### src/rtl/krat_map.vh
`ifndef KRAT_MAP_VH
`define KRAT_MAP_VH

// Register byte offsets
`define KRAT_CTRL_OFS       5'h00
`define KRAT_STAT_OFS       5'h04
`define KRAT_IRQ_STAT_OFS   5'h08
`define KRAT_IRQ_MASK_OFS   5'h0c

// Control register fields
`define KRAT_CTRL_TRAIN_REQ 0
`define KRAT_CTRL_AN_DIS    1
`define KRAT_CTRL_ADV_KR    2
`define KRAT_CTRL_FEC_EN    3
`define KRAT_CTRL_SW_EN     4
`define KRAT_CTRL_RESTART   5
`define KRAT_CTRL_RESET     6'h10

// Status register fields
`define KRAT_STAT_TRAIN_EN  0
`define KRAT_STAT_LINK_UP   1
`define KRAT_STAT_LP_FEC    2
`define KRAT_STAT_RUNNING   3
`define KRAT_STAT_DONE      4
`define KRAT_STAT_TIMEOUT   5

// Interrupt status and mask fields
`define KRAT_IRQ_LINK_UP    0
`define KRAT_IRQ_TIMEOUT    1
`define KRAT_IRQ_LP_FEC     2
`define KRAT_IRQ_DONE       3
`define KRAT_IRQ_W          4
`define KRAT_IRQ_MASK_RESET 4'h0

// Training time limit
`define KRAT_CLK_MHZ        100
`define KRAT_TRAIN_LIMIT_MS 500
`define KRAT_TRAIN_LIMIT_CYC (`KRAT_TRAIN_LIMIT_MS * 1000 * `KRAT_CLK_MHZ)

`endif

### src/rtl/krat_sync.v
`timescale 1ns/1ps
`default_nettype none

// Three-flop input synchroniser; output moves once flops two and three agree
module krat_sync #(
	parameter W = 4
) (
	// Clock and reset
	input  wire         clk,
	input  wire         rst,
	// Asynchronous in, filtered out
	input  wire [W-1:0] din,
	output wire [W-1:0] dout
);

	reg [W-1:0] s1_reg;
	reg [W-1:0] s2_reg;
	reg [W-1:0] s3_reg;
	reg [W-1:0] out_reg;
	integer     i;

	// Shift chain and agreement filter
	always @(posedge clk)
	begin
		if (rst)
		begin
			s1_reg  <= {W{1'b0}};
			s2_reg  <= {W{1'b0}};
			s3_reg  <= {W{1'b0}};
			out_reg <= {W{1'b0}};
		end
		else
		begin
			s1_reg <= din;
			s2_reg <= s1_reg;
			s3_reg <= s2_reg;
			for (i = 0; i < W; i = i + 1)
				if (s2_reg[i] == s3_reg[i])
					out_reg[i] <= s3_reg[i];
		end
	end

	assign dout = out_reg;

endmodule
`default_nettype wire

### src/rtl/krat_ctrl.v
// Notes on behaviour
// - AN absent or AN link-up: training enabled and restarted if requested.
// - Any AN restart holds training disabled until AN link-up returns.
// - With the training request bit clear, training never runs.
// - AN absent or disabled: training still runs, sequenced by configuration bits.
// - Partner FEC request never enables local FEC; only software does.
// - Partner FEC request is reported in a status bit and on a pin.
// - Training must finish within 500 ms, else AN cannot complete.
// - The training restart control bit clears itself after being set.
//
// Decided for this implementation: the Avalon-MM register port and the register addresses.
`timescale 1ns/1ps
`default_nettype none
`include "krat_map.vh"

module krat_ctrl #(
	parameter [31:0] TRAIN_LIMIT_CYC = `KRAT_TRAIN_LIMIT_CYC
) (
	// Clock and reset
	input  wire        CLK_SYS,
	input  wire        SYS_RST,
	// Avalon-MM slave
	input  wire [4:0]  AVS_ADDRESS,
	input  wire        AVS_READ,
	input  wire        AVS_WRITE,
	input  wire [3:0]  AVS_BYTEENABLE,
	input  wire [31:0] AVS_WRITEDATA,
	output reg  [31:0] AVS_READDATA,
	output wire        AVS_WAITREQUEST,
	// Auto-negotiation and training status in
	input  wire        AN_PRESENT,
	input  wire        AN_LINK_UP,
	input  wire        AN_RESTART,
	input  wire        LP_FEC_REQ,
	input  wire        TRAIN_DONE,
	// Training and configuration out
	output reg         TRAIN_EN,
	output reg         TRAIN_RESTART,
	output reg         FEC_EN,
	output reg         ADV_KR,
	output reg         AN_ENABLE,
	output reg         LP_FEC_REQ_STAT,
	// Interrupt
	output reg         IRQ
);

	reg  [5:0]  ctrl_reg;
	reg  [3:0]  irq_stat_reg;
	reg  [3:0]  irq_mask_reg;
	reg  [3:0]  irq_set;
	reg         rd_ack_reg;
	reg         train_en_reg;
	reg         timeout_reg;
	reg  [31:0] timer_reg;
	reg         link_d_reg;
	reg         restart_d_reg;
	reg         fec_d_reg;
	reg         done_d_reg;
	reg         treq_d_reg;
	reg         an_used_d_reg;
	wire [3:0]  sync_out;
	wire        link_up;
	wire        an_rst;
	wire        lp_fec;
	wire        tr_done;
	wire        an_used;
	wire        treq;
	wire        sw_en;
	wire        link_rise;
	wire        an_abort;
	wire        auto_start;
	wire        sw_restart;
	wire        restart_now;
	wire        wr_ctrl;
	wire        rd_take;

	// Register select on the bus address
	function reg_hit;
		input [4:0] addr;
		input [4:0] ofs;
		begin
			reg_hit = (addr == ofs);
		end
	endfunction

	// Pin inputs through the synchroniser
	krat_sync #(
		.W (4)
	) u_sync (
		.clk  (CLK_SYS),
		.rst  (SYS_RST),
		.din  ({TRAIN_DONE, LP_FEC_REQ, AN_RESTART, AN_LINK_UP}),
		.dout (sync_out)
	);

	assign link_up = sync_out[0];
	assign an_rst  = sync_out[1];
	assign lp_fec  = sync_out[2];
	assign tr_done = sync_out[3];

	// Sequencing terms
	assign an_used     = AN_PRESENT & ~ctrl_reg[`KRAT_CTRL_AN_DIS];
	assign treq        = ctrl_reg[`KRAT_CTRL_TRAIN_REQ];
	assign sw_en       = ctrl_reg[`KRAT_CTRL_SW_EN];
	assign link_rise   = link_up & ~link_d_reg;
	assign an_abort    = an_used & ((an_rst & ~restart_d_reg) | (~link_up & link_d_reg));
	assign auto_start  = an_used ? link_rise : ((treq & ~treq_d_reg) | (~an_used & an_used_d_reg));
	assign sw_restart  = ctrl_reg[`KRAT_CTRL_RESTART];
	assign restart_now = treq & sw_en & (auto_start | sw_restart) & ~an_abort
		& (~an_used | link_up);
	assign wr_ctrl     = AVS_WRITE & AVS_BYTEENABLE[0] & reg_hit(AVS_ADDRESS, `KRAT_CTRL_OFS);
	assign rd_take     = AVS_READ & rd_ack_reg;

	// Reads wait one cycle for registered data, writes never wait
	assign AVS_WAITREQUEST = AVS_READ & ~rd_ack_reg;

	// Interrupt events
	always @*
	begin
		irq_set = 4'h0;
		irq_set[`KRAT_IRQ_LINK_UP] = link_rise;
		irq_set[`KRAT_IRQ_TIMEOUT] = train_en_reg & ~tr_done & ~timeout_reg
			& (timer_reg == TRAIN_LIMIT_CYC - 1);
		irq_set[`KRAT_IRQ_LP_FEC]  = lp_fec & ~fec_d_reg;
		irq_set[`KRAT_IRQ_DONE]    = tr_done & ~done_d_reg;
	end

	// Bus registers and interrupt status
	always @(posedge CLK_SYS)
	begin
		if (SYS_RST)
		begin
			ctrl_reg     <= `KRAT_CTRL_RESET;
			irq_mask_reg <= `KRAT_IRQ_MASK_RESET;
			irq_stat_reg <= 4'h0;
			rd_ack_reg   <= 1'b0;
			AVS_READDATA <= 32'h0;
		end
		else
		begin
			rd_ack_reg <= AVS_READ & ~rd_ack_reg;
			ctrl_reg[`KRAT_CTRL_RESTART] <= 1'b0;
			if (wr_ctrl)
				ctrl_reg <= AVS_WRITEDATA[5:0];
			if (AVS_WRITE & AVS_BYTEENABLE[0] & reg_hit(AVS_ADDRESS, `KRAT_IRQ_MASK_OFS))
				irq_mask_reg <= AVS_WRITEDATA[3:0];
			// Clear on read only what was returned, a new event wins
			if (rd_take & reg_hit(AVS_ADDRESS, `KRAT_IRQ_STAT_OFS))
				irq_stat_reg <= (irq_stat_reg & ~AVS_READDATA[3:0]) | irq_set;
			else
				irq_stat_reg <= irq_stat_reg | irq_set;
			if (AVS_READ & ~rd_ack_reg)
			begin
				case (AVS_ADDRESS)
					`KRAT_CTRL_OFS:     AVS_READDATA <= {26'h0, ctrl_reg};
					`KRAT_STAT_OFS:     AVS_READDATA <= {26'h0, timeout_reg,
								tr_done, train_en_reg & ~tr_done,
								lp_fec, link_up, train_en_reg};
					`KRAT_IRQ_STAT_OFS: AVS_READDATA <= {28'h0, irq_stat_reg};
					`KRAT_IRQ_MASK_OFS: AVS_READDATA <= {28'h0, irq_mask_reg};
					default:            AVS_READDATA <= 32'h0;
				endcase
			end
		end
	end

	// Training enable, restart and time limit
	always @(posedge CLK_SYS)
	begin
		if (SYS_RST)
		begin
			train_en_reg  <= 1'b0;
			timeout_reg   <= 1'b0;
			timer_reg     <= 32'h0;
			TRAIN_RESTART <= 1'b0;
			link_d_reg    <= 1'b0;
			restart_d_reg <= 1'b0;
			fec_d_reg     <= 1'b0;
			done_d_reg    <= 1'b0;
			treq_d_reg    <= 1'b0;
			an_used_d_reg <= 1'b0;
		end
		else
		begin
			link_d_reg    <= link_up;
			restart_d_reg <= an_rst;
			fec_d_reg     <= lp_fec;
			done_d_reg    <= tr_done;
			treq_d_reg    <= treq;
			an_used_d_reg <= an_used;
			TRAIN_RESTART <= restart_now;
			if (~treq | ~sw_en)
				train_en_reg <= 1'b0;
			else if (an_abort)
				train_en_reg <= 1'b0;
			else if (restart_now)
				train_en_reg <= 1'b1;
			else if (an_used & ~link_up)
				train_en_reg <= 1'b0;
			// Time limit on one training attempt
			if (restart_now | ~train_en_reg | tr_done)
				timer_reg <= 32'h0;
			else if (timer_reg != TRAIN_LIMIT_CYC - 1)
				timer_reg <= timer_reg + 32'h1;
			if (restart_now)
				timeout_reg <= 1'b0;
			else if (irq_set[`KRAT_IRQ_TIMEOUT])
				timeout_reg <= 1'b1;
		end
	end

	// Registered outputs
	always @(posedge CLK_SYS)
	begin
		if (SYS_RST)
		begin
			TRAIN_EN        <= 1'b0;
			FEC_EN          <= 1'b0;
			ADV_KR          <= 1'b0;
			AN_ENABLE       <= 1'b0;
			LP_FEC_REQ_STAT <= 1'b0;
			IRQ             <= 1'b0;
		end
		else
		begin
			TRAIN_EN        <= train_en_reg & treq & sw_en;
			FEC_EN          <= ctrl_reg[`KRAT_CTRL_FEC_EN];
			ADV_KR          <= ctrl_reg[`KRAT_CTRL_ADV_KR];
			AN_ENABLE       <= an_used;
			LP_FEC_REQ_STAT <= lp_fec;
			IRQ             <= |(irq_stat_reg & irq_mask_reg);
		end
	end

endmodule
`default_nettype wire

### config.mk
export PLATFORM = sky130hd
export DESIGN_NAME = krat_ctrl
export DESIGN_NICKNAME = d
export VERILOG_FILES = /design/src/rtl/krat_sync.v /design/src/rtl/krat_ctrl.v
export VERILOG_INCLUDE_DIRS = /design/src /design/src/rtl
export SDC_FILE = /design/constraint.sdc
export NUM_CORES = 1
export LEC_CHECK = 0
export ABC_AREA = 0
export BUFFER_PORTS_ARGS = -buffer_cell sky130_fd_sc_hd__buf_4
export CORE_MARGIN = 4
export CORE_UTILIZATION = 35
export DETAILED_ROUTE_END_ITERATION = 8
export PLACE_DENSITY = 0.54
export SLEW_MARGIN = 40
export SYNTH_ARGS = -nofsm -noshare
export SYNTH_HDL_FRONTEND = slang
export SYNTH_SLANG_ARGS = --single-unit
### constraint.sdc
create_clock -name CLK_SYS -period 4 [get_ports CLK_SYS]
set_input_delay 0 -clock CLK_SYS [delete_from_list [all_inputs] [get_ports CLK_SYS]]
set_output_delay 0 -clock CLK_SYS [all_outputs]
set_load 0.1 [all_outputs]
==> summary.txt, run 1 <==
Family with the most delay on the worst path: simple AND/OR/NAND/NOR gates
Drt drc: 0
Critical-path top delay cell: or4_1
Layout Nets: 489
Peak VDD IR: 0.000173 V
Vias in the first global route: 2393
Clk root buf: clkbuf_8
Min Hold Slack: 0.0818 ns
RSZ-0062 raised after global routing: no
Critical Path AT: 2.22 ns
Setup violators final: 0
Drt pass-1 iters: 4
Tcrit/Tclk final: 0.496
Largest net degree at the start of global routing: 46
Critical path endpoint category: flip-flop
Synth Register Bits: 82
GPL Wtd Cong: 0.823
Worst-margin pin slew: 0.704 ns
Routed WL: 6940 um
Worst-path clk slew: 0.08 ns
Cts bufs inserted: 9
Post-Synthesis Cells: 394
CTS tree: done
Clk_skew: 0.00920 ns
Htree depth: 3
Reg2reg path depth: 5
Reg-to-Reg Start: timer_reg[2]
Post-synth EDFFs: 0
Row count: 36
Bufs on Longest Clock Path: 2
Worst flop-to-flop path endpoint: timer_reg[27]
Synth-to-Final Area Change: 15.8%
Synthesized area per cell: 9.09 um^2
Commonest cells post-synth: dfxtp_1, nor2_1, nand2_1, buf_4, nor2b_1
Setup TNS: 0 ns
Max frequency: 0.504 GHz
Fin util: 0.420
Worst hold path depth: 2
Cts repair resizes: 0
Die Area: 11900 um^2
P per Cell Area: 368 nW/um^2
Maxcap violations: 0
Critical path cell sequence: nand3_2, or4_1, nor4_1, xnor2_1, nor2_2
Crit path largest cell delay: 0.63 ns
Setup WS pre-CTS: 1.91 ns
Synth area leader: dfxtp_1
Core area: 9860 um^2
Share of the synthesized area in the top cell type: 0.458
Startpoint Class: flip-flop
DRT iter0 DRCs: 126
Slew headroom: 0.528
Crit path max fanout: 7
Io pins: 90
Worst Slack Setup Final: 2.01 ns
Final Max Tran Viols: 0
Overall power: 1.53 mW
Synth cell types: 46
Ys async rst share: 0
Antenna cells: 0
Port Buffers: 34
Hold Path Origin: SYS_RST
Via Count: 2629
Pleak: 1.46 nW
Status: finished clean
Worst-Skew Late Latency: 0.35 ns
Fill cell count: 993
WP data required: 4.23 ns
Tot GR Track Use: 0.124
Register area share after synthesis: 0.458
DR WL/cell: 12.1 um
First-pass GRT wire length: 11600 um
Synth Warn #: 0
Initial core utilization: 0.363
Main synth FF type: dfxtp_1
Worst hold path type: in -> reg
Via/cell ratio: 4.56
Final Critical Period: 1.99 ns
Global route total overflow: 0
Post-route ant nets: 0
Mapped Area: 3580 um^2
DIE WIDTH: 109 um
Fraction of layout cells with a size suffix above 1: 0.156
Worst Path Class, Setup: reg -> reg
Die H: 109 um
R2R Setup Slk: 2.01 ns
Hold path endpoint: irq_mask_reg[2]
Max FFs per register: 32
Initial antenna violation count: 0
DP HPWL: 4830 um
Endpoints failing hold: 0
Synth area leaders: dfxtp_1, nor2_1, buf_4, xnor2_1, nor2b_1
Most common cell in the synthesized netlist: dfxtp_1
Worst path bufs/invs: 0
CTS Sinks: 82
-- per-layer routing --
layer  up-vias  global-route usage  wire length (um)
li1       1382                   -                 -
met1      1170               0.175              3510
met2        69               0.179              2890
met3         8              0.0385               457
met4         0              0.0433                89
met5         -                   0                 0
-- how the worst max path moves through the flow --
stage	from	end	slack [ns]	cells past startpoint
after floorplan	AN_ENABLE	timer_reg[6]	2.02	6
after global placement	timer_reg[0]	timer_reg[1]	1.90	6
after detailed placement	timer_reg[0]	timer_reg[1]	1.91	6
after CTS	timer_reg[0]	timer_reg[1]	1.88	6
after global routing	timer_reg[0]	timer_reg[3]	1.89	6
final	timer_reg[2]	timer_reg[27]	2.01	5
-- cell families (layout without fill, tap and decap cells) --
logic type               count (synthesis)  after routing  synth area share
multiplexers                            16             16            0.0587
XOR/XNOR                                25             25            0.0611
adder cells (fa/ha/maj)                  1              1           0.00349
other                                    1             26           0.00105
buffers and inverters                   52             76            0.0824
AND/OR/NAND/NOR                        179            179             0.273
flip-flops                              82             82             0.458
AO/OA/AOI/OAI                           38             38            0.0618
-- what timing repair did --
| action | CTS | global route |
|---|---|---|
| setup buffers | 0 | 0 |
| endpoints found under the hold margin | 15 | 0 |
| hold buffers | 11 | 0 |
-- metrics by stage --
| stage | instances | instance area [um^2] |
|---|---|---|
| 2_1_floorplan | 419 | 3680 |
| 3_3_place_gp | 549 | 3860 |
| 3_5_place_dp | 549 | 3860 |
| 4_1_cts | 576 | 4140 |
| 5_1_grt | 576 | 4150 |
| 6_report | 576 | 4150 |
-- cell type report --
cell class / count / area, um^2 / share of cell area
clock inverter: 6 / 42.5 / 0.0103
inverter: 14 / 52.6 / 0.0127
clock buffer: 10 / 128 / 0.0308
multi-input combinational: 285 / 1740 / 0.421
timing repair buffer: 46 / 373 / 0.0899
sequential: 82 / 1640 / 0.396
tap: 133 / 166 / 0.0401
-- cell usage in the layout (no fill, tap or decap), types with 7 or more instances in the layout --
| cell type | netlist | final |
|---|---|---|
| o21ai_0 | 9 | 9 |
| nor2_1 | 54 | 54 |
| mux2i_1 | 12 | 12 |
| clkbuf_8 | 0 | 9 |
| conb_1 | 1 | 26 |
| a21oi_1 | 16 | 16 |
| nand3_1 | 9 | 9 |
| nand2b_1 | 7 | 7 |
| buf_4 | 26 | 35 |
| dfxtp_1 | 82 | 82 |
| dlygate4sd3_1 | 0 | 11 |
| nand4_1 | 11 | 11 |
| nor4_1 | 10 | 10 |
| nand2_1 | 27 | 27 |
| nor2b_1 | 20 | 20 |
| inv_1 | 14 | 14 |
| nor3_1 | 13 | 12 |
| xnor2_1 | 19 | 19 |
-- power breakdown --
group | internal, mW | total [mW] | switching [mW]
logic | 0.0302 | 0.170 | 0.140
clock network | 0.227 | 0.530 | 0.304
registers | 0.822 | 0.825 | 0.00271
Power figures use the tool's default switching activity.
==> inputs of run 2 (changes only) <==
==> constraint.sdc (replaced) <==
create_clock -name CLK_SYS -period 2.05 [get_ports CLK_SYS]
set_input_delay 0 -clock CLK_SYS [delete_from_list [all_inputs] [get_ports CLK_SYS]]
set_output_delay 0 -clock CLK_SYS [all_outputs]
set_load 0.1 [all_outputs]
==> summary.txt, run 2 (synthesized netlist as in run 1, its figures left out) <==
RSZ-0062 raised after global routing: no
Setup TNS: 0 ns
Vias in the first global route: 2675
Pleak: 1.57 nW
Worst Path Class, Setup: reg -> reg
GPL Wtd Cong: 0.807
Storage cell area: 1640 um^2
Drt drc: 0
Layout Nets: 505
Max frequency: 0.520 GHz
Max FFs per register: 32
Peak VDD IR: 0.000271 V
Htree depth: 3
P per Cell Area: 755 nW/um^2
Fin util: 0.439
Fraction of layout cells with a size suffix above 1: 0.176
Setup WS pre-CTS: 0.145 ns
Tcrit/Tclk final: 0.939
DR WL/cell: 12.5 um
DP HPWL: 5250 um
Final Critical Period: 1.92 ns
Drt pass-1 iters: 4
Fill cell count: 995
Crit path max fanout: 6
Clk root buf: clkbuf_8
Antenna cells: 0
Critical path endpoint category: flip-flop
Global route total overflow: 0
Cts repair resizes: 0
Via Count: 2769
Most frequent cells in the layout: dfxtp_1, nor2_1, buf_4
Min Hold Slack: 0.0634 ns
WP data required: 2.30 ns
Largest net degree at the start of global routing: 35
Startpoint Class: flip-flop
Worst-Skew Late Latency: 0.36 ns
CTS Sinks: 82
Die Area: 11900 um^2
# hold bufs at CTS: 15
Worst-margin pin slew: 0.563 ns
Synth-to-Final Area Change: 20.9%
Worst Slack Setup Final: 0.126 ns
Status: finished clean
Area of the multi-input gates: 1740 um^2
DIE WIDTH: 109 um
Most common cell after layout, fill and taps aside: dfxtp_1
Worst-path clk slew: 0.09 ns
Endpoints failing hold: 0
Tot GR Track Use: 0.137
Routed WL: 7390 um
First-pass GRT wire length: 12800 um
Final std cells w/o fill: 592
Initial core utilization: 0.363
Final Max Tran Viols: 0
Maxcap violations: 0
Post-route ant nets: 0
Slew headroom: 0.621
Cts bufs inserted: 9
DRT iter0 DRCs: 131
Io pins: 90
Core area: 9860 um^2
Row count: 36
Port Buffers: 34
CTS tree: done
Setup repair bufs after CTS: 0
Via/cell ratio: 4.68
Bufs on Longest Clock Path: 2
Cells after DPL: 561
Worst hold path type: in -> reg
Die H: 109 um
Setup violators final: 0
Initial antenna violation count: 0
Clk_skew: 0.0115 ns
Critical Path AT: 2.17 ns
-- run 2: changes by cell type in the layout (fill, tap and decap cells not counted), sizes merged --
| cell | before | now |
|---|---|---|
| dlygate4sd3 | 11 | 15 |
| clkinvlp | 2 | 1 |
| buf | 35 | 47 |
| inv | 15 | 14 |
| bufinv | 0 | 2 |
-- run 2: worst paths after layout --
| check | start | endpoint | slack (ns) | cells after the start |
|---|---|---|---|---|
| min | AVS_BYTEENABLE[0] | ctrl_reg[5] | 0.06 | 4 |
| max | timer_reg[16] | timer_reg[27] | 0.13 | 5 |
| max reg2reg | timer_reg[16] | timer_reg[27] | 0.13 | 5 |
| min reg2reg | u_sync.s1_reg[1] | u_sync.s2_reg[1] | 0.44 | 1 |
-- run 2: report_power, final --
group	internal (mW)	switching, mW	total, mW
Combinational	0.0619	0.275	0.337
Clock	0.721	0.602	1.32
Sequential	1.60	0.00521	1.61
Total	2.39	0.882	3.27
-- run 2: final cells by class --
class                   instances  area share
multi-input cells             285       0.402
clock inverters                 6      0.0208
clock buffers                  10      0.0318
flip-flops and latches         82       0.379
inverters                      14      0.0121
well taps                     133      0.0384
repair buffers                 62       0.116
-- run 2: per-stage QoR --
| step | instance area, um^2 | total power, mW |
|---|---|---|
| 2_1_floorplan | 3680 | 1.96 |
| 3_3_place_gp | 3950 | 1.96 |
| 3_5_place_dp | 3950 | 1.96 |
| 4_1_cts | 4330 | 3.31 |
| 5_1_grt | 4330 | 3.41 |
| 6_report | 4330 | 3.27 |
-- run 2: layer usage --
layer  track usage  share of wire  up-vias
met4        0.0631          0.018        0
met1         0.186           0.49     1276
met3        0.0314          0.056       10
li1              -              -     1417
met2         0.207           0.43       66
met5             0              0        -
-- run 2: critical path, stage by stage, from the launching register on --
cell and delay, ns:
dfxtp_1 0.43, nand4_1 0.18, or4_1 0.57, nor4_1 0.41, xnor2_1 0.18, nor2_2 0.04
==> inputs of run 3 (changes only) <==
--- a/config.mk
+++ b/config.mk
@@ -9,9 +9,9 @@
 export ABC_AREA = 0
 export BUFFER_PORTS_ARGS = -buffer_cell sky130_fd_sc_hd__buf_4
 export CORE_MARGIN = 4
-export CORE_UTILIZATION = 35
+export CORE_UTILIZATION = 32
 export DETAILED_ROUTE_END_ITERATION = 8
-export PLACE_DENSITY = 0.54
+export PLACE_DENSITY = 0.53
 export SLEW_MARGIN = 40
 export SYNTH_ARGS = -nofsm -noshare
 export SYNTH_HDL_FRONTEND = slang
==> constraint.sdc (replaced) <==
create_clock -name CLK_SYS -period 1.7 [get_ports CLK_SYS]
set_input_delay 0 -clock CLK_SYS [delete_from_list [all_inputs] [get_ports CLK_SYS]]
set_output_delay 0 -clock CLK_SYS [all_outputs]
set_load 0.1 [all_outputs]
==> summary.txt, run 3 (synthesized netlist as in run 1, its figures left out) <==
Status: finished with violations
Violated checks: setup timing
Post-route ant nets: 0
Logic pwr share: 0.111
Min Hold Slack: 0.117 ns
Pint: 2.59 mW
Routed WL: 8430 um
Worst-path clk slew: 0.10 ns
Antenna cells: 0
Vias in the first global route: 2740
Drt drc: 0
Via/cell ratio: 4.62
Endpoints failing hold: 0
Layout Nets: 543
GPL Wtd Cong: 0.824
Crit path max fanout: 8
Tcrit/Tclk final: 1.01
DIE WIDTH: 114 um
DRT iter0 DRCs: 117
Final Max Tran Viols: 0
RSZ-0062 raised after global routing: yes
Fin util: 0.460
CTS Sinks: 82
Reg power frac: 0.520
Peak VDD IR: 0.000332 V
Htree depth: 3
Setup violators final: 10
Final std cells w/o fill: 637
Clk root buf: clkbuf_8
Worst-Skew Late Latency: 0.36 ns
Clock power frac: 0.369
DR WL/cell: 13.2 um
Tot GR Track Use: 0.130
Fraction of layout cells with a size suffix above 1: 0.346
Row count: 38
Die Area: 13000 um^2
Worst Slack Setup Final: -0.0111 ns
Global route total overflow: 0
Via Count: 2942
Switching share of total power: 0.308
Synth-to-Final Area Change: 39.7%
Placed cell area: 4220 um^2
CTS tree: done
Critical Path AT: 2.00 ns
Largest net degree at the start of global routing: 35
Initial core utilization: 0.329
Most common cell after layout, fill and taps aside: buf_4
Setup TNS: -0.0513 ns
Setup WS pre-CTS: -0.0553 ns
Die H: 114 um
Port Buffers: 34
First-pass GRT wire length: 13500 um
Worst Path Class, Setup: reg -> reg
Most frequent cells in the layout: buf_4, dfxtp_1, nor2_1
Clk_skew: 0.0136 ns
Net Switching: 1.15 mW
Core area: 10900 um^2
Bufs on Longest Clock Path: 2
WP data required: 1.99 ns
Critical path endpoint category: flip-flop
DP HPWL: 5660 um
Startpoint Class: flip-flop
Overall power: 3.74 mW
Drt pass-1 iters: 4
Cells after DPL: 597
Io pins: 90
P per Cell Area: 747 nW/um^2
Cts bufs inserted: 9
Maxcap violations: 0
Design Area, Final: 5000 um^2
Initial antenna violation count: 0
Max FFs per register: 32
Pleak: 1.90 nW
Final Critical Period: 1.71 ns
Worst hold path type: in -> reg
Max frequency: 0.584 GHz
-- run 3: changes by cell type in the layout (fill, tap and decap cells not counted), moves of 3 or more --
| cell | change |
|---|---|
| buf_4 | +35 |
| dfxtp_1 | -14 |
| dfxtp_2 | +14 |
| nor2_4 | +12 |
| nor2_1 | -11 |
| nor3_1 | -6 |
| nor4_1 | -6 |
| nor4_4 | +6 |
| inv_6 | +4 |
| nor3_2 | +4 |
| dlygate4sd3_1 | -3 |
| xnor2_1 | -3 |
| xnor2_2 | +3 |
-- run 3: worst paths after layout --
path | start | to | slack [ns] | depth (start not counted)
worst max-delay path | ctrl_reg[1] | timer_reg[18] | -0.01 | 6
worst min-delay path | AVS_ADDRESS[3] | AVS_READDATA[2] | 0.12 | 4
worst max register to register | ctrl_reg[1] | timer_reg[18] | -0.01 | 6
worst min register to register | u_sync.s1_reg[1] | u_sync.s2_reg[1] | 0.44 | 1
-- run 3: layout make-up --
type / count / area, um^2
Inverter: 14 / 52.6
Sequential cell: 82 / 1660
Tap cell: 140 / 175
Fill cell: 1012 / 5880
Multi-Input combinational cell: 285 / 2060
Timing Repair Buffer: 100 / 872
Clock inverter: 7 / 65.1
Clock buffer: 9 / 124
-- run 3: power groups by stage --
stage	registers (mW)	logic (mW)	clock network, mW
floorplan	2.00	0.362	0
global placement	1.99	0.389	0
detailed placement	1.99	0.389	0
CTS	1.94	0.413	1.42
global route	1.94	0.433	1.53
finish	1.94	0.416	1.38
-- run 3: repair_timing --
action,in CTS,in global routing
hold endpoints to repair,23,0
buffers inserted,2,7
pin swaps,3,28
hold buffers,12,0
cloned,2,1
gates resized for setup,8,60
endpoints found under the setup margin,15,32
-- run 3: worst max-delay path, cell delays in order, from the launching register on --
cell,delay (ns)
dfxtp_2,0.34
nand2b_4,0.14
or3b_4,0.40
nand4_1,0.18
nand3_4,0.16
bufbuf_16,0.32
nor2_1,0.09
-- run 3: per-layer routing --
layer | share of wire | track usage | up-vias
met5 | 0 | 0 | -
met4 | 0.023 | 0.0602 | 0
met3 | 0.040 | 0.0218 | 17
met2 | 0.44 | 0.186 | 59
met1 | 0.50 | 0.191 | 1363
li1 | - | - | 1503
